$ cat config.mk
export PLATFORM = sky130hd
export DESIGN_NAME = sipo_latch
export DESIGN_NICKNAME = d
export VERILOG_FILES = /design/src/sipo_pkg.sv /design/src/sipo_edge_if.sv /design/src/sipo_pin_sampler.sv /design/src/sipo_latch.sv
export VERILOG_INCLUDE_DIRS = /design/src /design/src/src
export SDC_FILE = /design/constraint.sdc
export NUM_CORES = 1
export LEC_CHECK = 0
export ABC_CLOCK_PERIOD_IN_PS = 900
export BUFFER_PORTS_ARGS = -buffer_cell sky130_fd_sc_hd__buf_2
export CAP_MARGIN = 20
export CELL_PAD_IN_SITES_DETAIL_PLACEMENT = 1
export CELL_PAD_IN_SITES_GLOBAL_PLACEMENT = 2
export CORE_AREA = 3 3 66 62
export CTS_BUF_LIST = sky130_fd_sc_hd__clkbuf_4 sky130_fd_sc_hd__clkbuf_8
export DETAILED_ROUTE_END_ITERATION = 12
export DIE_AREA = 0 0 69 65
export GPL_TIMING_DRIVEN = 0
export HOLD_SLACK_MARGIN = 0.08
export PLACE_DENSITY_LB_ADDON = 0.1
export SLEW_MARGIN = 20
export SYNTH_ARGS = -nofsm -noshare
export SYNTH_HDL_FRONTEND = slang
export SYNTH_SLANG_ARGS = --single-unit
$ cat constraint.sdc
create_clock -name sys_clk -period 0.9 [get_ports sys_clk]
set_input_delay 0.18 -clock sys_clk [delete_from_list [all_inputs] [get_ports sys_clk]]
set_output_delay 0.18 -clock sys_clk [all_outputs]
set_load 0.02 [all_outputs]
$ cat src/sipo_defines.svh
// Purpose: Constants for the serial-in parallel-out latch
// Assumes: Included by bare name
// Notes: Definitions only
`ifndef SIPO_DEFINES_SVH
`define SIPO_DEFINES_SVH
`define SIPO_WIDTH 8
`define SIPO_ZERO 8'h00
`define SIPO_SYNC_STAGES 2
`define SIPO_PIN_IDLE 5'h1C
`define SIPO_RUN_ZERO 4'h0
`define SIPO_RUN_ONE 4'h1
`define SIPO_RUN_MAX 4'hF
`endif

$ cat src/sipo_pkg.sv
// Purpose: Shared types for the serial-in parallel-out latch
// Assumes: Defines header is present
// Notes: Types only
`include "sipo_defines.svh"
`default_nettype none
package sipo_pkg;
  typedef logic [`SIPO_WIDTH-1:0] sipo_byte_t;
endpackage
`default_nettype wire

$ cat src/sipo_edge_if.sv
// Purpose: Carries synchronised pin levels and clock edges to the core
// Assumes: One sys_clk domain
// Notes: Filled by the sampler, read by the top
`default_nettype none
interface sipo_edge_if;
  logic shiftRise;
  logic storeRise;
  logic clearActive;
  logic serialLevel;
  logic outEnableN;
  modport sampler (output shiftRise, output storeRise, output clearActive,
                   output serialLevel, output outEnableN);
  modport core (input shiftRise, input storeRise, input clearActive,
                input serialLevel, input outEnableN);
endinterface
`default_nettype wire

$ cat src/sipo_pin_sampler.sv
// Purpose: Two-flop synchronisers and rising-edge finders for the pins
// Assumes: Pin clocks far slower than sys_clk
// Notes: Edge detectors read only the second synchroniser stage
`include "sipo_defines.svh"
`default_nettype none
module sipo_pin_sampler (
  // Clock and reset
  input wire logic sys_clk,
  input wire logic reset_n,
  // Raw pins: shift clock, storage clock, clear, data, output enable
  input wire logic [4:0] pinRaw,
  // To core
  sipo_edge_if.sampler edges
);
  logic [4:0] meta_r;
  logic [4:0] sync_r;
  logic [1:0] prevClk_r;

  ////////////////////////////////////////////////////////////////////////
  // Synchronisers; clear and enable rest inactive
  always_ff @(posedge sys_clk) begin
    if (!reset_n) begin
      meta_r <= `SIPO_PIN_IDLE;
      sync_r <= `SIPO_PIN_IDLE;
    end else begin
      meta_r <= pinRaw;
      sync_r <= meta_r;
    end
  end

  always_ff @(posedge sys_clk) begin
    if (!reset_n) begin
      prevClk_r <= 2'h0;
    end else begin
      prevClk_r <= sync_r[1:0];
    end
  end

  ////////////////////////////////////////////////////////////////////////
  assign edges.shiftRise = sync_r[0] & ~prevClk_r[0];
  assign edges.storeRise = sync_r[1] & ~prevClk_r[1];
  assign edges.clearActive = ~sync_r[2];
  assign edges.serialLevel = sync_r[3];
  assign edges.outEnableN = sync_r[4];
endmodule
`default_nettype wire

$ cat src/sipo_latch.sv
// Purpose: Eight-stage shift register feeding a storage register
// Assumes: Pin clocks are sampled by sys_clk at 100 MHz
// Notes: Parallel outputs are two signals each; the bench resolves the wire
// Operation
// - Eight-stage shift register feeds an eight-bit storage register driving outputs.
// - Output enable high floats parallel outputs; cascade output keeps driving.
// - Output enable low drives parallel outputs with storage contents.
// - Separate shift and storage clocks, each acting on its rising edge.
// - Clear low zeroes all shift stages at once, overriding clock and data.
// - Shift edge loads serial data into stage one, others take predecessor.
// - Storage edge copies all shift stages into the storage register.
// - Last stage appears on a cascade pin for chaining devices.
// - Common clock: storage takes pre-shift contents, lagging one pulse.
`include "sipo_defines.svh"
`default_nettype none
module sipo_latch
  import sipo_pkg::*;
#(
  parameter int WIDTH = `SIPO_WIDTH
) (
  // Clock and reset
  input wire logic sys_clk,
  input wire logic reset_n,
  // Controller pins
  input wire logic serial_data_in,
  input wire logic shift_clock,
  input wire logic shift_clear_n,
  input wire logic storage_clock,
  input wire logic out_enable_n,
  // Parallel three-state outputs
  output logic [WIDTH-1:0] parallel_out,
  output logic [WIDTH-1:0] parallelOutEn,
  // Cascade
  output logic cascade_serial_out
);
  import sipo_pkg::*;

  sipo_edge_if edges ();
  logic [WIDTH-1:0] shift_r;
  logic [WIDTH-1:0] store_r;
  logic driveAll;

  ////////////////////////////////////////////////////////////////////////
  // Pin sampling; the clear is taken through the synchroniser as well,
  // trading two cycles of latency for freedom from metastability
  sipo_pin_sampler u_sampler (
    .sys_clk(sys_clk),
    .reset_n(reset_n),
    .pinRaw({out_enable_n, serial_data_in, shift_clear_n, storage_clock,
             shift_clock}),
    .edges(edges)
  );

  ////////////////////////////////////////////////////////////////////////
  // Next shift contents; shared by the register and its checks
  function automatic logic [WIDTH-1:0] shift_next(input logic [WIDTH-1:0] cur,
                                                  input logic din);
    return {cur[WIDTH-2:0], din};
  endfunction

  ////////////////////////////////////////////////////////////////////////
  // Shift register
  // Limitation: the clear is seen two to three cycles late, so a clear pulse
  // shorter than one sys_clk period may be lost entirely
  always_ff @(posedge sys_clk) begin
    if (!reset_n) begin
      shift_r <= WIDTH'(`SIPO_ZERO);
    end else if (edges.clearActive) begin
      shift_r <= WIDTH'(`SIPO_ZERO);
    end else if (edges.shiftRise) begin
      shift_r <= shift_next(shift_r, edges.serialLevel);
    end
  end

  ////////////////////////////////////////////////////////////////////////
  // Storage register; reads the old shift value, so a shared clock lags
  always_ff @(posedge sys_clk) begin
    if (!reset_n) begin
      store_r <= WIDTH'(`SIPO_ZERO);
    end else if (edges.storeRise) begin
      store_r <= shift_r;
    end
  end

  ////////////////////////////////////////////////////////////////////////
  // Outputs; bit 0 is stage one
  always_ff @(posedge sys_clk) begin
    if (!reset_n) begin
      driveAll <= 1'b0;
    end else begin
      driveAll <= ~edges.outEnableN;
    end
  end

  assign parallel_out = store_r;
  assign parallelOutEn = {WIDTH{driveAll}};
  assign cascade_serial_out = shift_r[WIDTH-1];

  ////////////////////////////////////////////////////////////////////////
  // Check helper: counts cycles of a held clear, saturating, so that a long
  // clear is checked without a long repetition
  logic [3:0] clearRun_r;

  always_ff @(posedge sys_clk) begin
    if (!reset_n) begin
      clearRun_r <= `SIPO_RUN_ZERO;
    end else if (!edges.clearActive) begin
      clearRun_r <= `SIPO_RUN_ZERO;
    end else if (clearRun_r != `SIPO_RUN_MAX) begin
      clearRun_r <= clearRun_r + `SIPO_RUN_ONE;
    end
  end

  ////////////////////////////////////////////////////////////////////////
  // Shift register checks
  shift_load_a: assert property (@(posedge sys_clk) disable iff (!reset_n)
    (edges.shiftRise && !edges.clearActive) |=>
    shift_r == shift_next($past(shift_r), $past(edges.serialLevel)))
    else $error("shift stage load wrong");
  shift_first_a: assert property (@(posedge sys_clk) disable iff (!reset_n)
    (edges.shiftRise && !edges.clearActive) |=>
    shift_r[0] == $past(edges.serialLevel))
    else $error("first stage did not take serial data");
  shift_hold_a: assert property (@(posedge sys_clk) disable iff (!reset_n)
    (!edges.shiftRise && !edges.clearActive) |=> $stable(shift_r))
    else $error("shift register changed without edge");
  data_ignored_a: assert property (@(posedge sys_clk) disable iff (!reset_n)
    (!edges.shiftRise && !edges.clearActive && $changed(edges.serialLevel)) |=>
    $stable(shift_r))
    else $error("serial data leaked without shift edge");
  store_free_a: assert property (@(posedge sys_clk) disable iff (!reset_n)
    (edges.storeRise && !edges.shiftRise && !edges.clearActive) |=> $stable(shift_r))
    else $error("storage edge disturbed shift register");

  ////////////////////////////////////////////////////////////////////////
  // Clear and storage register checks
  clear_held_a: assert property (@(posedge sys_clk) disable iff (!reset_n)
    (clearRun_r != `SIPO_RUN_ZERO) |-> shift_r == '0)
    else $error("shift register not held clear");
  clear_wins_a: assert property (@(posedge sys_clk) disable iff (!reset_n)
    (edges.clearActive && edges.shiftRise) |=> shift_r == '0)
    else $error("shift edge beat the clear");
  clear_cascade_a: assert property (@(posedge sys_clk) disable iff (!reset_n)
    edges.clearActive |=> !cascade_serial_out)
    else $error("cascade not cleared");
  clear_store_a: assert property (@(posedge sys_clk) disable iff (!reset_n)
    (edges.clearActive && !edges.storeRise) |=> $stable(store_r))
    else $error("clear disturbed storage register");
  clear_zero_a: assert property (@(posedge sys_clk) disable iff (!reset_n)
    edges.clearActive |=> shift_r == '0)
    else $error("clear did not zero shift register");
  store_copy_a: assert property (@(posedge sys_clk) disable iff (!reset_n)
    edges.storeRise |=> store_r == $past(shift_r))
    else $error("storage copy wrong");
  store_hold_a: assert property (@(posedge sys_clk) disable iff (!reset_n)
    !edges.storeRise |=> $stable(store_r))
    else $error("storage changed without edge");
  shared_lag_a: assert property (@(posedge sys_clk) disable iff (!reset_n)
    (edges.storeRise && edges.shiftRise && !edges.clearActive) |=>
    (store_r == $past(shift_r) &&
     shift_r == shift_next($past(shift_r), $past(edges.serialLevel))))
    else $error("storage did not lag shift");
  store_in_clear_a: assert property (@(posedge sys_clk) disable iff (!reset_n)
    (edges.storeRise && edges.clearActive) |=> store_r == $past(shift_r))
    else $error("storage copy lost during clear");
  store_order_a: assert property (@(posedge sys_clk) disable iff (!reset_n)
    edges.storeRise |=> (parallel_out[0] == $past(shift_r[0]) &&
    parallel_out[WIDTH-1] == $past(shift_r[WIDTH-1])))
    else $error("parallel output order wrong");

  ////////////////////////////////////////////////////////////////////////
  // Output enable checks; the cascade pin is outside the enable
  float_out_a: assert property (@(posedge sys_clk) disable iff (!reset_n)
    edges.outEnableN |=> parallelOutEn == '0)
    else $error("outputs not floated");
  drive_out_a: assert property (@(posedge sys_clk) disable iff (!reset_n)
    !edges.outEnableN |=> (parallelOutEn == '1 && parallel_out == store_r))
    else $error("outputs not driven");
  cascade_bit_a: assert property (@(posedge sys_clk) disable iff (!reset_n)
    (edges.shiftRise && !edges.clearActive) |=>
    cascade_serial_out == $past(shift_r[WIDTH-2]))
    else $error("cascade output wrong");
  cascade_free_a: assert property (@(posedge sys_clk) disable iff (!reset_n)
    (edges.outEnableN && edges.shiftRise && !edges.clearActive) |=>
    cascade_serial_out == $past(shift_r[WIDTH-2]))
    else $error("cascade stopped while outputs floated");
  cascade_hold_a: assert property (@(posedge sys_clk) disable iff (!reset_n)
    (!edges.shiftRise && !edges.clearActive) |=> $stable(cascade_serial_out))
    else $error("cascade changed without shift edge");
  store_any_oe_a: assert property (@(posedge sys_clk) disable iff (!reset_n)
    (edges.storeRise && edges.outEnableN) |=> store_r == $past(shift_r))
    else $error("storage copy lost while floated");
endmodule
`default_nettype wire

==> results of run 1 <==
[placed cells by master, fill, tap and decap left out]
cell	count
buf_2	7
dlygate4sd3_1	3
buf_6	18
dfxtp_4	1
buf_4	12
a21oi_2	8
mux2i_1	8
clkbuf_1	1
dfxtp_2	10
nor2b_1	10
clkbuf_4	1
clkbuf_8	6
nand2b_4	1
dfxtp_1	18
nand2_1	10
nand2b_1	7
and2_1	5
nand2_2	7
and2_2	1
[registers in the layout, indices dropped and copies added (netlist names)]
signal	count
parallel_out	8
u_sampler.prevClk_r	2
driveAll	1
u_sampler.meta_r	5
u_sampler.sync_r	5
shift_r	8
[kinds of logic after synthesis]
family	share of synthesized area, %
buffers and inverters	9.89
AND/OR/NAND/NOR	21.7
AO/OA/AOI/OAI	3.91
flip-flops	56.7
multiplexers	7.81
[how the worst max path moves through the flow]
stage | to | slack, ns | cells after the start
floorplan | parallel_out[0]$_SDFFE_PN0P_ | 0.05 | 4
global placement | parallel_out[0]$_SDFFE_PN0P_ | 0.006 | 4
detailed placement | parallelOutEn[6] | -0.04 | 2
CTS | parallelOutEn[6] | -0.19 | 2
global route | parallelOutEn[6] | -0.21 | 2
finish | parallelOutEn[0] | -0.17 | 2
[what timing repair did]
action / 4_1_cts / 5_1_grt
endpoints found under the hold margin: 3 / 0
setup buffers: 2 / 1
endpoints found under the setup margin: 25 / 33
pin swaps: 0 / 5
resized for setup: 45 / 19
hold buffers: 3 / 0
[metal layers]
metal / global-route usage [%] / vias to the layer above / routed length, µm
met5: 0 / - / 0
met4: 6.59 / 0 / 56
met3: 4.34 / 8 / 123
met2: 15.6 / 22 / 965
met1: 10.8 / 342 / 821
li1: - / 371 / -
[through the flow]
step / cells / setup WS (ns) / TNS [ns]
floorplan: 99 / 0.0504 / 0
global placement: 166 / 0.00631 / 0
detailed placement: 166 / -0.0356 / -0.258
CTS: 177 / -0.192 / -1.64
global route: 178 / -0.211 / -2.60
finish: 178 / -0.172 / -1.36
[power breakdown]
| group | switching (mW) | internal, mW | leakage (nW) |
|---|---|---|---|
| clock network | 0.435 | 0.635 | 0.0477 |
| registers | 0.0114 | 1.31 | 0.242 |
| logic | 0.0744 | 0.0841 | 0.360 |
| total | 0.521 | 2.03 | 0.649 |
[layout make-up]
| class | instances | area [µm²] | area share (%) |
|---|---|---|---|
| sequential | 29 | 597 | 39.9 |
| multi-input combinational | 57 | 390 | 26.1 |
| timing repair buffer | 29 | 274 | 18.3 |
| clock buffer | 7 | 90.1 | 6.03 |
| buffer | 12 | 87.6 | 5.86 |
| tap | 44 | 55.1 | 3.69 |
==> impl_metrics.json, run 1 <==
{
  "die_w_um": 69,
  "min-delay-start": "storage_clock",
  "setup_ws_ns": -0.172,
  "r2r_cells": 3,
  "core_um2": 3400,
  "cts.clk_slew.worst_paths_ns": 0.06,
  "synth.area.top_cells": "dfxtp_1 (57%), mux2i_1 (7.8%), buf_4 (6.6%)",
  "postSynthAreaPerCell_um2": 10.4,
  "wl_per_cell_um": 11.0,
  "die_y_um": 65,
  "p_per_area_nw_per_um2": 1710,
  "hold-path-endpoint": "u_sampler.meta_r[1]$_SDFF_PN0_",
  "rsz0062_at_grt": "true",
  "relSlewSlack_pct": 70.9,
  "initialDrtViolationCount": 10,
  "ys_seq_elements": 29,
  "yosysMostFrequentCell": "dfxtp_1",
  "cts_tree": "yes",
  "netlist_area_um2": 1020,
  "rrSetupSlack_ns": 0.01,
  "violations": "negative setup slack",
  "hold-path-cell-count": 2,
  "routed_wl_mm": 1.97,
  "period_minus_slack_ns": 1.07,
  "synth_top_cells_by_count": "dfxtp_1 (29), nand2_1 (17), nor2b_1 (10)",
  "start_util_pct": 30.1,
  "overflow": 0,
  "io_pins": 24,
  "max_freq_mhz": 933,
  "async_flop_share_pct": 0,
  "yosysTopAreaCell": "dfxtp_1",
  "vias": 743,
  "ys_types": 13,
  "grt_usage_pct": 9.91,
  "crit-reg2reg-launch": "u_sampler.prevClk_r[1]$_SDFF_PN0_",
  "worstPathRequired_ns": 0.72,
  "antenna_left": 0,
  "drc": 0,
  "die_area_um2": 4490,
  "finClkSkew_ns": 0.00115,
  "rows": 20,
  "endpoint_kind": "primary output",
  "status": "complete, but fails checks",
  "syn-num-nets": 106,
  "port_buffers": 23,
  "max_stage_delay_ns": 0.36,
  "ir_drop_uv": 861,
  "drive_above_1_share_pct": 53.7,
  "h-tree-depth": 2,
  "numCtsBuffers": 5,
  "synth_top_area_share_pct": 56.7,
  "leakagePower_nw": 0.649,
  "synth-main-ff-cell": "dfxtp_1",
  "worstSetupPathType": "register to primary output",
  "worstSetupStartpoint": "driveAll$_SDFF_PN0_",
  "clock-sinks": 29,
  "vias_per_cell": 4.17,
  "crit_chain": "buf_4 -> buf_6",
  "hold_slack_ns": 0.112,
  "fin_crit_sh_pct": 119,
  "cpLargestDelayFamily": "flip-flops",
  "setup_viol": 8,
  "antenna_found_initial": 0,
  "crit_arrival_ns": 0.89,
  "placed_area_um2": 1190,
  "clkLatencyLatePin_ns": 0.27,
  "area_delta_synth_final_pct": 45.8,
  "place_congestion": 0.715,
  "maxSlewViolCount": 0,
  "crit_path_top_delay_cell": "dfxtp_4",
  "synth_edf_count": 0,
  "grt_pass1_wl_mm": 3.35,
  "r2r-end": "parallel_out[0]$_SDFFE_PN0P_",
  "hold_viol_final": 0,
  "hpwlAfterDp_mm": 1.28,
  "final_util_pct": 43.9,
  "grt_pass1_vias": 732,
  "synthCells": 99,
  "dr.pass1.iters": 4,
  "diodes": 0,
  "drv_cap": 0,
  "final_area_um2": 1490,
  "worst_pin_slew_ns": 0.435,
  "min-delay-path-class": "input pin to register",
  "synth.yosys.seq_area_share_pct": 56.7,
  "yosysWarnings": 0,
  "cts-root-buf": "clkbuf_8",
  "nFillCells": 367,
  "finalPower_mw": 2.55,
  "crit_buf_inv": 2,
  "worstSetupStartpointType": "register",
  "final_nets": 141,
  "clockBufferDepth": 2,
  "grt_start_max_net_pins": 11,
  "cp_max_fo": 8
}
Power figures use the tool's default switching activity.
==> inputs of run 2 (changes only) <==
Settings changed: CORE_AREA 3 3 66 62 to 3 3 68 64, CTS_BUF_LIST sky130_fd_sc_hd__clkbuf_4 sky130_fd_sc_hd__clkbuf_8 to sky130_fd_sc_hd__clkbuf_16, DIE_AREA 0 0 69 65 to 0 0 71 67, SETUP_SLACK_MARGIN set to 0.3.
==> run 2 against run 1 <==
  * Fmax is 0.49% lower
  * Clock skew up 0.0031 ns
  * Combinational power rose by 8%
  * Critical endpoint is now parallelOutEn[1]
  * First-iteration DRC count grew to 3.9 times the previous value
  * The run still ends with negative setup slack left
  * Design area is 9.7% higher
  * Die area increased by 6.1%
==> impl_metrics.json, run 2 (same netlist as run 1, synthesis figures left out) <==
{
  "status": "complete, but fails checks",
  "violations": "negative setup slack",
  "drv_cap": 0,
  "place_congestion": 0.667,
  "numCtsBuffers": 5,
  "min-delay-path-class": "input pin to register",
  "die_area_um2": 4760,
  "clock-sinks": 29,
  "finClkSkew_ns": 0.00424,
  "dr.pass1.iters": 3,
  "max_stage_delay_ns": 0.41,
  "wl_per_cell_um": 11.2,
  "max_freq_mhz": 928,
  "clkLatencyLatePin_ns": 0.27,
  "crit_chain": "buf_6 -> buf_6",
  "die_w_um": 71,
  "port_buffers": 23,
  "maxSlewViolCount": 0,
  "vias_per_cell": 4.09,
  "cts.clk_slew.worst_paths_ns": 0.05,
  "drive_above_1_share_pct": 59.0,
  "grt_pass1_wl_mm": 3.53,
  "worst_pin_slew_ns": 0.433,
  "ir_drop_uv": 763,
  "overflow": 0,
  "crit_path_top_delay_cell": "dfxtp_4",
  "final_common_cell": "buf_6",
  "hpwlAfterDp_mm": 1.33,
  "crit_arrival_ns": 0.90,
  "grt_usage_pct": 10.2,
  "final_nets": 140,
  "endpoint_kind": "primary output",
  "diodes": 0,
  "antenna_found_initial": 0,
  "relSlewSlack_pct": 71.1,
  "drc": 0,
  "rows": 21,
  "h-tree-depth": 2,
  "fin_crit_sh_pct": 120,
  "period_minus_slack_ns": 1.08,
  "grt_pass1_vias": 769,
  "worstPathRequired_ns": 0.72,
  "worstSetupPathType": "register to primary output",
  "hold-path-endpoint": "u_sampler.meta_r[4]$_SDFF_PN1_",
  "routed_wl_mm": 2.02,
  "die_y_um": 67,
  "p_per_area_nw_per_um2": 2040,
  "cp_common_cell": "buf_6",
  "worstSetupStartpointType": "register",
  "vias": 736,
  "crit_buf_inv": 2,
  "io_pins": 24,
  "instances_no_fill": 180,
  "antenna_left": 0,
  "hold-path-cell-count": 2,
  "most-common-layout-cells": "buf_6 (26), dfxtp_1 (16), dfxtp_2 (11)",
  "ctsHoldBuffers": 0,
  "hold_viol_final": 0,
  "rrSetupSlack_ns": -0.03,
  "min-delay-start": "out_enable_n",
  "cts-root-buf": "clkbuf_16",
  "finalPower_mw": 3.35,
  "place_inst": 168,
  "grt_start_max_net_pins": 11,
  "clockBufferDepth": 2,
  "setup_viol": 16,
  "r2r-end": "parallel_out[5]$_SDFFE_PN0P_",
  "start_util_pct": 27.9,
  "crit-reg2reg-launch": "u_sampler.prevClk_r[1]$_SDFF_PN0_",
  "cts_tree": "yes",
  "area_delta_synth_final_pct": 60.0,
  "cp_max_fo": 8,
  "cpLargestDelayFamily": "flip-flops",
  "core_um2": 3680,
  "rsz0062_at_grt": "true",
  "leakagePower_nw": 0.713,
  "setup_ws_ns": -0.177,
  "r2r_cells": 4,
  "initialDrtViolationCount": 39
}
[run 2: changes by cell type in the layout (fill, tap and decap cells not counted), sizes merged]
cell         delta
buf             +2
bufinv          +1
clkbuf          -2
clkinv          +1
dlygate4sd3     -3
inv             +1
[run 2: per-stage QoR]
step / util (%) / worst slack [ns] / hold WS (ns) / setup TNS (ns) / cell area, µm²
final: 44.6 / -0.177 / 0.0864 / -1.45 / 1640
after global routing: 44.6 / -0.220 / 0.0975 / -2.82 / 1640
after CTS: 42.4 / -0.189 / 0.0843 / -1.64 / 1560
after detailed placement: 33.7 / -0.0136 / 0.368 / -0.0320 / 1240
after global placement: 33.7 / 0.00479 / 0.361 / 0 / 1240
after floorplan: - / 0.0504 / 0.253 / 0 / 1070
[run 2: where the power goes]
part	switching (mW)	internal (mW)	total, mW
combinational	0.0749	0.0957	0.171
sequential	0.0167	1.31	1.33
clock	0.558	1.29	1.85
total	0.649	2.70	3.35
[run 2: final cells by class]
type                            instances  area (µm²)
Multi-Input combinational cell         57         417
Clock buffer                            5         125
Clock inverter                          3        40.0
Timing Repair Buffer                   27         251
Sequential cell                        29         602
Tap cell                               46        57.6
Fill cell                             402        2040
Buffer                                 13         146
[run 2: timing repair]
action / in CTS / in global routing
setup buffers: 3 / 1
endpoints found under the setup margin: 33 / 34
pin swaps: 1 / 4
resized for setup: 47 / 21
[run 2: per-layer routing]
metal	up-vias	GRT usage [%]	wire length, µm
met2	21	16.9	993
met5	-	0	0
met3	5	5.28	146
met1	336	10.3	836
li1	374	-	-
met4	0	5.63	40
[run 2: worst max-delay path by stage]
stage,slack (ns),start,end,cells past startpoint
3_3_place_gp,0.005,u_sampler.prevClk_r[1]$_SDFF_PN0_,parallel_out[0]$_SDFFE_PN0P_,4
4_1_cts,-0.19,driveAll$_SDFF_PN0_,parallelOutEn[0],2
3_5_place_dp,-0.01,u_sampler.prevClk_r[1]$_SDFF_PN0_,parallel_out[3]$_SDFFE_PN0P_,4
6_report,-0.18,driveAll$_SDFF_PN0_,parallelOutEn[1],2
2_1_floorplan,0.05,u_sampler.prevClk_r[1]$_SDFF_PN0_,parallel_out[0]$_SDFFE_PN0P_,4
5_1_grt,-0.22,driveAll$_SDFF_PN0_,parallelOutEn[1],2
==> inputs of run 3 (changes only) <==
Settings changed: CORE_AREA 3 3 68 64 to 3 3 65 67, DIE_AREA 0 0 71 67 to 0 0 68 70.
==> run 3 against run 2 <==
  * The run still ends with negative setup slack left
  * Sequential share of layout area increased by 0.44 points
  * Clock power decreased by 18%
  * Die area about the same
  * Sequential power about the same
  * Utilization decreased by 0.83 points
  * Non-clock buffer count increased by 1
  * Critical path type unchanged
  * Largest cell class unchanged
==> impl_metrics.json, run 3 (same netlist as run 1, synthesis figures left out) <==
{
  "antenna_found_initial": 0,
  "die_w_um": 68,
  "worstSetupStartpointType": "register",
  "vias_per_cell": 4.03,
  "finalPower_mw": 3.01,
  "antenna_left": 0,
  "drc": 0,
  "place_inst": 170,
  "clkLatencyLatePin_ns": 0.27,
  "worst_pin_slew_ns": 0.406,
  "clockBufferDepth": 2,
  "drv_cap": 0,
  "min-delay-path-class": "input pin to register",
  "rows": 22,
  "final_nets": 141,
  "hold_viol_final": 0,
  "dr.pass1.iters": 3,
  "wl_per_cell_um": 10.9,
  "maxSlewViolCount": 0,
  "period_minus_slack_ns": 1.08,
  "clock-sinks": 29,
  "h-tree-depth": 2,
  "area_delta_synth_final_pct": 57.4,
  "violations": "negative setup slack",
  "dp_slack_ns": -0.0378,
  "drive_above_1_share_pct": 58.5,
  "place_congestion": 0.640,
  "setup_viol": 16,
  "p_per_area_nw_per_um2": 1870,
  "io_pins": 24,
  "crit_arrival_ns": 0.90,
  "hpwlAfterDp_mm": 1.35,
  "multiInputGateArea_um2": 409,
  "cts.clk_slew.worst_paths_ns": 0.05,
  "overflow": 0,
  "max_stage_delay_ns": 0.41,
  "hold-path-cell-count": 2,
  "max_freq_mhz": 925,
  "ir_drop_uv": 990,
  "die_area_um2": 4760,
  "rsz0062_at_grt": "true",
  "finClkSkew_ns": 0.00330,
  "endpoint_kind": "primary output",
  "worstSetupPathType": "register to primary output",
  "worstPathRequired_ns": 0.72,
  "crit_chain": "buf_6 -> buf_6",
  "grt_usage_pct": 10.1,
  "start_util_pct": 27.8,
  "vias": 737,
  "grt_pass1_vias": 774,
  "routed_wl_mm": 1.99,
  "diodes": 0,
  "crit_path_top_delay_cell": "dfxtp_4",
  "cts_tree": "yes",
  "initialDrtViolationCount": 15,
  "instances_no_fill": 183,
  "cp_max_fo": 8,
  "final_common_cell": "buf_6",
  "core_um2": 3690,
  "r2r_cells": 4,
  "status": "complete, but fails checks",
  "setup_ws_ns": -0.181,
  "relSlewSlack_pct": 72.9,
  "most-common-layout-cells": "buf_6 (26), dfxtp_1 (16), dfxtp_2 (12)",
  "numCtsBuffers": 5,
  "leakagePower_nw": 0.706,
  "die_y_um": 70,
  "finalSetupTns_ns": -1.53,
  "ff_latch_area_um2": 599,
  "grt_pass1_wl_mm": 3.41,
  "final_util_pct": 43.7,
  "cp_common_cell": "buf_6",
  "grt_start_max_net_pins": 11,
  "fin_crit_sh_pct": 120,
  "cts-root-buf": "clkbuf_16",
  "nFillCells": 403,
  "port_buffers": 23
}
## run 3: worst max-delay path: cells and delay by family (launching register included)
kind | cells | cell delay, ns
DFF | 1 | 0.41
buffers and inverters | 2 | 0.21
## run 3: worst paths after layout
check / startpoint / endpoint / slack [ns]
worst min-delay path: serial_data_in / u_sampler.meta_r[3]$_SDFF_PN1_ / 0.09
worst max-delay path: driveAll$_SDFF_PN0_ / parallelOutEn[4] / -0.18
worst min register to register: u_sampler.sync_r[4]$_SDFF_PN1_ / driveAll$_SDFF_PN0_ / 0.36
worst max register to register: u_sampler.prevClk_r[1]$_SDFF_PN0_ / parallel_out[5]$_SDFFE_PN0P_ / -0.03
## run 3: what timing repair did
action                                  CTS  global route
gates resized for setup                  45            21
setup buffers                             4             1
pin swaps                                 1             5
endpoints found under the setup margin   33            34
hold endpoints to repair                  1             0
## run 3: per-layer routing
layer  track usage (%)  vias up  routed length (µm)
li1                  -      373                   -
met1              10.1      346                 811
met2              16.1       16                1040
met3              6.27        2                 123
met4              4.64        0                  13
met5                 0        -                   0
## run 3: through the flow
step / hold slack (ns) / cell area (µm²)
finish: 0.0884 / 1610
global route: 0.0870 / 1610
CTS: 0.0795 / 1540
detailed placement: 0.365 / 1240
global placement: 0.359 / 1240
floorplan: 0.253 / 1070
## run 3: final cells by class
class / count / area share [%]
buffer: 13 / 9.08
clock buffer: 5 / 7.76
clock inverter: 3 / 0.853
multi-input combinational: 57 / 25.4
sequential: 29 / 37.2
tap: 48 / 3.72
timing repair buffer: 28 / 16.1
## run 3: power by group
group          switching, mW  internal, mW
combinational         0.0768        0.0941
clock                  0.519         0.997
sequential            0.0145          1.31
total                  0.610          2.40
